## src/inc/crthp_pkg.sv

```systemverilog
// Constants shared by the display controller host bus port.
package crthp_pkg;
   localparam int DATA_W = 8;
   localparam int INDEX_W = 5;
   localparam int STATUS_W = 2;
   localparam int SYNC_STAGES = 3;
   localparam logic [INDEX_W-1:0] INDEX_RST = 5'h00;
   localparam logic [DATA_W-1:0] REG_RST = 8'h00;
   localparam int NUM_REGS = 32;
endpackage : crthp_pkg

```

## src/design/crthp_port.sv

```systemverilog
// Host bus port of the display timing controller: index pointer, status and register file.
// Operation
// - Every write is framed by a strobe pulse; reads follow the select and direction levels.
// - Strobe may idle arbitrarily long between pulses.
// - Direction high reads, low writes.
// - Respond only while chip select is low.
// - Select low: write index, read status.
// - Select high: access register named by index.
// - Data lines driven only during selected reads.
// - Index pointer is five bits, registers 0-31.
// - Status register reports two condition bits.
`timescale 1ns/1ps
module crthp_port #(
   parameter int NUM_REGS = crthp_pkg::NUM_REGS
) (
   input wire logic clk_sys,
   input wire logic arst_n,
   input wire logic xfer_strobe,
   input wire logic read_not_write,
   input wire logic chip_select_n,
   input wire logic register_select_line,
   input wire logic [crthp_pkg::DATA_W-1:0] host_data_lines_in,
   output logic [crthp_pkg::DATA_W-1:0] host_data_lines_out,
   output logic host_data_lines_oe,
   input wire logic [crthp_pkg::STATUS_W-1:0] ctrl_status,
   output logic [crthp_pkg::INDEX_W-1:0] index_ptr,
   output logic [NUM_REGS*crthp_pkg::DATA_W-1:0] reg_file_flat,
   output logic reg_wr_pulse,
   output logic [crthp_pkg::INDEX_W-1:0] reg_wr_index
);
   localparam int DW = crthp_pkg::DATA_W;
   localparam int IW = crthp_pkg::INDEX_W;
   localparam int NS = crthp_pkg::SYNC_STAGES;

   // The index pointer cannot name more registers than its width allows.
   if (NUM_REGS < 1 || NUM_REGS > (1 << IW)) begin : g_num_regs_check
      $error("NUM_REGS out of range");
   end

   // A filtered level may move only when the two later stages hold the same value.
   function automatic logic agree2(input logic [1:0] pair);
      return pair[1] == pair[0];
   endfunction : agree2

   // Pin inputs pass three stages; a change counts when stages two and three agree.
   logic [NS-1:0] stb_sync_r;
   logic [NS-1:0] rw_sync_r;
   logic [NS-1:0] cs_sync_r;
   logic [NS-1:0] rs_sync_r;
   logic [DW-1:0] d_s1_r;
   logic [DW-1:0] d_s2_r;
   logic [DW-1:0] d_s3_r;
   logic stb_q_r;
   logic rw_q_r;
   logic cs_n_q_r;
   logic rs_q_r;
   logic [DW-1:0] d_q_r;

   always_ff @(posedge clk_sys or negedge arst_n) begin
      if (!arst_n) begin
         stb_sync_r <= '0;
         rw_sync_r <= '1;
         cs_sync_r <= '1;
         rs_sync_r <= '0;
         d_s1_r <= '0;
         d_s2_r <= '0;
         d_s3_r <= '0;
      end else begin
         stb_sync_r <= {stb_sync_r[NS-2:0], xfer_strobe};
         rw_sync_r <= {rw_sync_r[NS-2:0], read_not_write};
         cs_sync_r <= {cs_sync_r[NS-2:0], chip_select_n};
         rs_sync_r <= {rs_sync_r[NS-2:0], register_select_line};
         d_s1_r <= host_data_lines_in;
         d_s2_r <= d_s1_r;
         d_s3_r <= d_s2_r;
      end
   end

   wire stb_agree = agree2(stb_sync_r[2:1]);
   wire rw_agree = agree2(rw_sync_r[2:1]);
   wire cs_agree = agree2(cs_sync_r[2:1]);
   wire rs_agree = agree2(rs_sync_r[2:1]);
   wire d_agree = (d_s2_r == d_s3_r);
   // A level that is still settling keeps its old filtered value, so no glitch reaches decode.

   always_ff @(posedge clk_sys or negedge arst_n) begin
      if (!arst_n) begin
         stb_q_r <= 1'b0;
         rw_q_r <= 1'b1;
         cs_n_q_r <= 1'b1;
         rs_q_r <= 1'b0;
         d_q_r <= '0;
      end else begin
         if (stb_agree) stb_q_r <= stb_sync_r[2];
         if (rw_agree) rw_q_r <= rw_sync_r[2];
         if (cs_agree) cs_n_q_r <= cs_sync_r[2];
         if (rs_agree) rs_q_r <= rs_sync_r[2];
         if (d_agree) d_q_r <= d_s3_r;
      end
   end

   // The strobe is edge detected, so no free-running strobe is assumed.
   wire stb_fall = stb_q_r && stb_agree && !stb_sync_r[2];
   wire selected = !cs_n_q_r;
   wire wr_cycle = stb_fall && selected && !rw_q_r;
   wire wr_index = wr_cycle && !rs_q_r;
   wire wr_reg = wr_cycle && rs_q_r;

   logic [IW-1:0] index_r;
   logic [DW-1:0] regs_r [NUM_REGS];
   logic wr_pulse_r;
   logic [IW-1:0] wr_idx_r;

   always_ff @(posedge clk_sys or negedge arst_n) begin
      if (!arst_n) begin
         index_r <= crthp_pkg::INDEX_RST;
      end else if (wr_index) begin
         // Only the low five data bits reach the pointer; the upper bits are ignored.
         index_r <= d_q_r[IW-1:0];
      end
   end

   // Each register is plain storage; what the bits mean is left to the controller core.
   genvar gi;
   generate
      for (gi = 0; gi < NUM_REGS; gi++) begin : g_reg
         always_ff @(posedge clk_sys or negedge arst_n) begin
            if (!arst_n) begin
               regs_r[gi] <= crthp_pkg::REG_RST;
            end else if (wr_reg && index_r == IW'(gi)) begin
               regs_r[gi] <= d_q_r;
            end
         end
         assign reg_file_flat[gi*DW +: DW] = regs_r[gi];
      end
   endgenerate

   // The core sees a register write as a one-cycle pulse with the index it went to.
   always_ff @(posedge clk_sys or negedge arst_n) begin
      if (!arst_n) begin
         wr_pulse_r <= 1'b0;
         wr_idx_r <= '0;
      end else begin
         wr_pulse_r <= wr_reg;
         wr_idx_r <= index_r;
      end
   end

   // Reads: data is presented while selected and reading; unmapped indices read zero.
   wire rd_active = selected && rw_q_r;
   wire idx_mapped = (int'(index_r) < NUM_REGS);
   wire [DW-1:0] status_word = {{(DW-crthp_pkg::STATUS_W){1'b0}}, ctrl_status};
   wire [DW-1:0] reg_word = idx_mapped ? regs_r[index_r] : '0;
   wire [DW-1:0] rd_word = rs_q_r ? reg_word : status_word;

   logic [DW-1:0] rd_data_r;
   logic rd_oe_r;
   always_ff @(posedge clk_sys or negedge arst_n) begin
      if (!arst_n) begin
         rd_data_r <= '0;
         rd_oe_r <= 1'b0;
      end else begin
         rd_data_r <= rd_word;
         rd_oe_r <= rd_active;
      end
   end

   assign host_data_lines_out = rd_data_r;
   assign host_data_lines_oe = rd_oe_r;
   assign index_ptr = index_r;
   assign reg_wr_pulse = wr_pulse_r;
   assign reg_wr_index = wr_idx_r;
endmodule : crthp_port

```

## config.mk

```make
export PLATFORM = sky130hd
export DESIGN_NAME = crthp_port
export DESIGN_NICKNAME = d
export VERILOG_FILES = /design/src/inc/crthp_pkg.sv /design/src/design/crthp_port.sv
export SDC_FILE = /design/constraint.sdc
export NUM_CORES = 1
export LEC_CHECK = 0
export BUFFER_PORTS_ARGS = -buffer_cell sky130_fd_sc_hd__buf_2
export CORE_UTILIZATION = 50
export CTS_CLUSTER_SIZE = 8
export DETAILED_ROUTE_END_ITERATION = 6
export PLACE_DENSITY = 0.74
export SETUP_SLACK_MARGIN = 0.4
export SYNTH_ARGS = -nofsm -noshare
export SYNTH_HDL_FRONTEND = slang
export SYNTH_SLANG_ARGS = --single-unit
```

## constraint.sdc

```tcl
create_clock -name clk_sys -period 2.29 [get_ports clk_sys]
set_input_delay 0.458 -clock clk_sys [delete_from_list [all_inputs] [get_ports clk_sys]]
set_output_delay 0.458 -clock clk_sys [all_outputs]
set_load 0.05 [all_outputs]
```

======== Word level (Yosys, flattened, before mapping) ========
Cells that the tools add are included.
cells by class
  magnitude comparators ................... 1
  equality and inequality tests ........... 36
  mux-type cells .......................... 4
  bitwise operators ....................... 1
  reduce and logical (&&, ||, !) cells .... 44
operator list
  cell                                            number
  == test 5 bit (second input constant)           16
  binary-select mux 8 bit (select 5 bit)          1
  == test 5 x 4 -> 1 bit (second input constant)  8
  logical AND 1 bit                               39
  2-to-1 mux 8 bit                                3
  == test 5 x 3 -> 1 bit (second input constant)  4
  == test 5 x 2 -> 1 bit (second input constant)  2
  == test 8 bit                                   1
  >= comparator 6 bit (second input constant)     1
  inverter 5 -> 6 bit                             1
  == test 5 x 1 -> 1 bit (second input constant)  1
  zero test 5 bit                                 1
  == test 1 bit                                   4
  zero test 1 bit                                 4
word-level totals
  flip-flop bits (word level) ............. 324
  input port bits ......................... 16
  output and inout bits ................... 276

======== Longest topological paths before layout ========
  word-level depth ........................ 7
  depth in mapped cells ................... 8
  gate-level depth less buffers ........... 4

======== Least setup slack after synthesis ========
Ideal clock, no wire load.
  path kind ............................... register to register
  from .................................... reg index_r[2] (netlist: index_ptr[2])
  to ...................................... reg regs_r (netlist bit reg_file_flat[184])
  library setup time ...................... 125 ps
  arrival ................................. 2207 ps
  setup slack ............................. -42 ps
  stages on the path, launching flop included .. 7
  path buffers ............................ 2
  clock period less this slack ............ 2332 ps
  cell sequence ........................... dfrtp_1 -> buf_2 -> nor2b_1 -> clkbuf_1 -> nand4b_2 -> nor2_2 -> mux2_2
between the ends
  longest elaborated chain between the ends .. 2
ends and longest elaborated chain
  element                          line               source
  from (decl)                      crthp_port.sv:109  logic [IW-1:0] index_r;
  from (signal assigned)           crthp_port.sv:116  index_r <= crthp_pkg::INDEX_RST;
  from (signal assigned)           crthp_port.sv:119  index_r <= d_q_r[IW-1:0];
  == test 5 bit                    crthp_port.sv:130  end else if (wr_reg && index_r == IW'(gi)) begin
  logical AND 1 bit                crthp_port.sv:130
  to (signal, indexed assignment)  crthp_port.sv:129  regs_r[gi] <= crthp_pkg::REG_RST;
  to (signal, indexed assignment)  crthp_port.sv:131  regs_r[gi] <= d_q_r;
  to (decl)                        crthp_port.sv:110  logic [DW-1:0] regs_r [NUM_REGS];
Every way passes these cells.
A chain may end at the register's enable or synchronous reset.

======== Worst setup path after layout ========
  from .................................... reg index_r[0] (netlist: index_ptr[0])
  to ...................................... reg rd_data_r[6] (netlist: host_data_lines_out[6])
between the ends
  longest elaborated chain between the ends .. 5
ends and longest elaborated chain
  element                                              line               source
  inverter 5 -> 6 bit (not written as such)            crthp_port.sv:153  wire [DW-1:0] reg_word = idx_mapped ? regs_r[index_r] : '0;
  binary-select mux 8 bit (select 5 bit)               crthp_port.sv:153
  2-to-1 mux 8 bit (not written as such) (2 in a row)  crthp_port.sv:153
  2-to-1 mux 8 bit                                     crthp_port.sv:154  wire [DW-1:0] rd_word = rs_q_r ? reg_word : status_word;
  named net rd_word[6]                                 crthp_port.sv:154
  to (signal assigned)                                 crthp_port.sv:163  rd_data_r <= rd_word;
  to (decl)                                            crthp_port.sv:156  logic [DW-1:0] rd_data_r;
The timed path passes the listed nets, and every way through them passes these cells. The select of a mux whose other input is x is not followed.

==> flow_metrics.py <==
metrics = {
    "synthesis": {
        "synthCells": 884,
        "synth_cell_type_count": 48,
        "synth_top_area_cell": "dfrtp_1",
        "netlist_area_sq_mm": 0.0140,
        "postSynthAreaPerCell_sq_um": 15.9,
        "synthFlopType": "dfrtp_1",
        "syn_nets": 900,
        "synthDominantCellAreaShare_pct": 56.4,
        "ys_seq_area_share_pct": 57.9,
        "ys_ff_latch": 324,
        "ys_warn_count": 0,
        "synth_edf_count": 0,
        "netlist_top_cells_area": "dfrtp_1, mux2_2, mux4_2",
        "synthArstFlopShare_pct": 100,
    },
    "sta": {
        "max_slew_margin_pct": 47.0,
        "rsz0062_at_grt": "true",
        "fmax_ghz": 0.477,
        "fin_ws_ps": 193,
        "slew_viol_final": 0,
        "fin_crit_sh_pct": 91.6,
        "tns_ps": 0,
        "fin_skew_ps": 12.7,
        "tightest_slew_ps": 794,
        "hold_violations": 0,
        "setup_viol": 0,
        "finalCriticalPeriod_ps": 2100,
    },
    "place": {
        "port_buffers": 291,
        "place_ws_ps": 2.29,
        "dp_hpwl_mm": 28.6,
        "place.gp.congestion": 0.839,
    },
    "clock_tree": {
        "numCtsBuffers": 46,
        "cts-root-buf": "clkbuf_16",
        "cts_tree": "yes",
        "cts_buffer_depth": 3,
        "clk_pin_slew_ps": 50,
        "worstSkewPairLatency_ps": 530,
        "clock_sinks": 324,
        "cts_max_level": 2,
    },
    "worst_setup_path": {
        "end_kind": "flip-flop",
        "worstPathArrival_ps": 2500,
        "crit_chain": "buf_6 > buf_6 > mux4_2 > a32o_2 > o41ai_4 > a21oi_2",
        "cp.required_ps": 2690,
        "critPathTopFamily": "compound AO/OA/AOI/OAI gates",
        "critPathKind": "flip-flop to flip-flop",
        "crit_buf_inv": 2,
        "cpMostUsedCell": "buf_6",
        "cp_slowest_cell": "dfrtp_4",
        "max_stage_delay_ps": 490,
        "cp_max_fo": 4,
        "startpoint_type": "flip-flop",
    },
    "die": {
        "die-area_sq_mm": 0.0287,
        "coreArea_sq_mm": 0.0273,
        "rows": 60,
        "die_height_um": 170,
        "initial_core_util_pct": 51.5,
        "die_x_um": 170,
        "ios": 292,
    },
    "min_path": {
        "hold_class": "input pin to flip-flop",
    },
    "layout": {
        "multiInputGateArea_sq_mm": 0.00659,
        "synthToLayoutAreaGrowth_pct": 39.9,
        "drive_gt1_share_pct": 67.1,
        "fin_nets": 1313,
        "antennaDiodeCount": 0,
        "seq_area_sq_mm": 0.00813,
        "fillCellCount": 1676,
    },
    "global_routing": {
        "antenna_found_initial": 0,
        "grt_pass1_vias": 10400,
        "grt_max_degree": 65,
        "grt_usage_pct": 31.4,
        "grt-ovfl-total": 0,
        "grt_pass1_wl_mm": 66.3,
    },
    "pwr": {
        "power-per-cell-area_mw_per_mm2": 687,
        "ir_drop_v": 0.000498,
        "p_leak_nw": 9.83,
    },
    "detailed_routing": {
        "routed_wl_mm": 46.2,
        "via_count": 10200,
        "wire_per_inst_um": 27.4,
        "drc_errors": 0,
        "first_pass_iters": 5,
        "postRouteAntennaNets": 0,
        "first_iter_violations": 758,
        "viasPerCell": 6.01,
    },
    "run": {
        "maxCapViolCount": 0,
    },
    "run_status": {
        "status": "completed",
    },
}
-- area by class of cell --
class | count | share of cell area, %
Sequential cell | 324 | 41.4
Multi-Input combinational cell | 500 | 33.6
Timing Repair Buffer | 423 | 16.1
Clock buffer | 68 | 6.45
Tap cell | 372 | 2.37
Clock inverter | 1 | 0.0446
Inverter | 2 | 0.0383
-- kinds of logic (layout without fill, tap and decap cells) --
| family | Yosys count | in the layout | synth area share, % |
|---|---|---|---|
| xor gates and xnor gates | 8 | 8 | 0.499 |
| DFF | 324 | 324 | 57.9 |
| buffers and inverters | 61 | 494 | 2.06 |
| adders and majority gates | 4 | 4 | 0.285 |
| muxes | 358 | 358 | 32.1 |
| AOI/OAI and AO/OA | 48 | 48 | 2.65 |
| and+or+nand+nor | 81 | 82 | 4.53 |
-- stage by stage --
step | total power, mW | cells | hold WS (ps) | util, % | instance area (sq um)
2_1_floorplan | 6.64 | 884 | 162 | - | 14200
5_1_grt | 13.9 | 1690 | 13.3 | 72.0 | 19600
4_1_cts | 13.4 | 1666 | 7.09 | 69.5 | 19000
3_5_place_dp | 7.08 | 1542 | 335 | 60.2 | 16400
6_report | 13.5 | 1690 | 22.0 | 72.0 | 19600
3_3_place_gp | 7.07 | 1542 | 333 | 60.2 | 16400
-- cell usage in the layout (no fill, tap or decap), types with 8 or more instances in the layout --
| cell | Yosys | routed |
|---|---|---|
| dfstp_2 | 8 | 8 |
| clkbuf_1 | 33 | 20 |
| buf_6 | 2 | 33 |
| buf_2 | 15 | 285 |
| mux2_2 | 276 | 145 |
| clkbuf_16 | 0 | 47 |
| buf_12 | 0 | 34 |
| a211oi_2 | 0 | 8 |
| dfrtp_1 | 316 | 311 |
| nand2_8 | 0 | 8 |
| nor2_4 | 0 | 13 |
| mux2_4 | 0 | 131 |
| xor2_1 | 8 | 8 |
| mux2i_1 | 36 | 32 |
| buf_4 | 7 | 59 |
| mux4_2 | 46 | 46 |
-- worst register-to-register path: stages, from the launching register on --
cell and delay, ps:
dfrtp_4 490, buf_6 130, buf_6 120, mux4_2 450
a32o_2 280, o41ai_4 440, a21oi_2 70
-- path summary, 6_finish.rpt --
kind | start | to | slack (ps) | depth (start not counted)
worst max register to register | index_ptr[0] | host_data_lines_out[6] | 190 | 6
min in group asynchronous | arst_n | reg_file_flat[184] | 500 | 2
worst min register to register | d_s1_r[0] | d_s2_r[0] | 340 | 0
worst max-delay path | index_ptr[0] | host_data_lines_out[6] | 190 | 6
max in group asynchronous | arst_n | reg_file_flat[96] | 1080 | 3
worst min-delay path | read_not_write | rw_sync_r[0] | 20 | 1
-- power by group --
part           internal, mW  switching, mW
Combinational         0.516          0.881
Sequential             5.84         0.0935
Clock                  3.74           2.40
Total                  10.1           3.38
-- repair_timing --
item | in CTS | in global routing
gates cloned | 4 | 1
setup endpoints to repair | 269 | 271
endpoints found under the hold margin | 56 | 0
pin swaps | 25 | 28
buffers inserted | 50 | 23
gates resized for setup | 154 | 97
hold buffers | 1 | 0
-- sequential cells by signal, indices dropped and copies added, names as in the netlist --
signal,cells
d_s1_r,8
index_ptr,5
d_q_r,8
rw_q_r,1
stb_q_r,1
host_data_lines_out,8
rw_sync_r,3
host_data_lines_oe,1
d_s2_r,8
reg_wr_index,5
d_s3_r,8
cs_n_q_r,1
stb_sync_r,3
rs_q_r,1
reg_wr_pulse,1
rs_sync_r,3
reg_file_flat,256
cs_sync_r,3
-- per-layer routing --
layer  GRT usage [%]  routed length [um]
met5               0                   0
met4            11.7                1600
met3            6.53                3140
met2            50.3               22600
met1            42.6               18900
-- Yosys cell counts, types with 2 or more instances --
library cell  count
a211oi_1         13
o221a_2           2
mux2i_1          36
nand2_2           8
maj3_1            4
o211ai_1          2
nand3_1           2
or3b_2            2
a22o_1            3
nor2_2           12
a22oi_1           4
a221oi_1          4
o221ai_1          6
mux4_2           46
nor3b_1           5
nor3_4            4
mux2_2          276
dfstp_2           8
clkbuf_1         33
nor2_1            5
nand4b_2          4
nand2_1          13
dfrtp_1         316
nand3_4           4
nand3b_1          4
nor4_1            2
buf_6             2
a21oi_1           2
xor2_1            8
nor3_1            2
nor2b_1           3
and4b_1           4
buf_1             2
buf_4             7
inv_1             2
o22ai_1           8
buf_2            15
No activity file was read; power rests on OpenSTA's default activity.
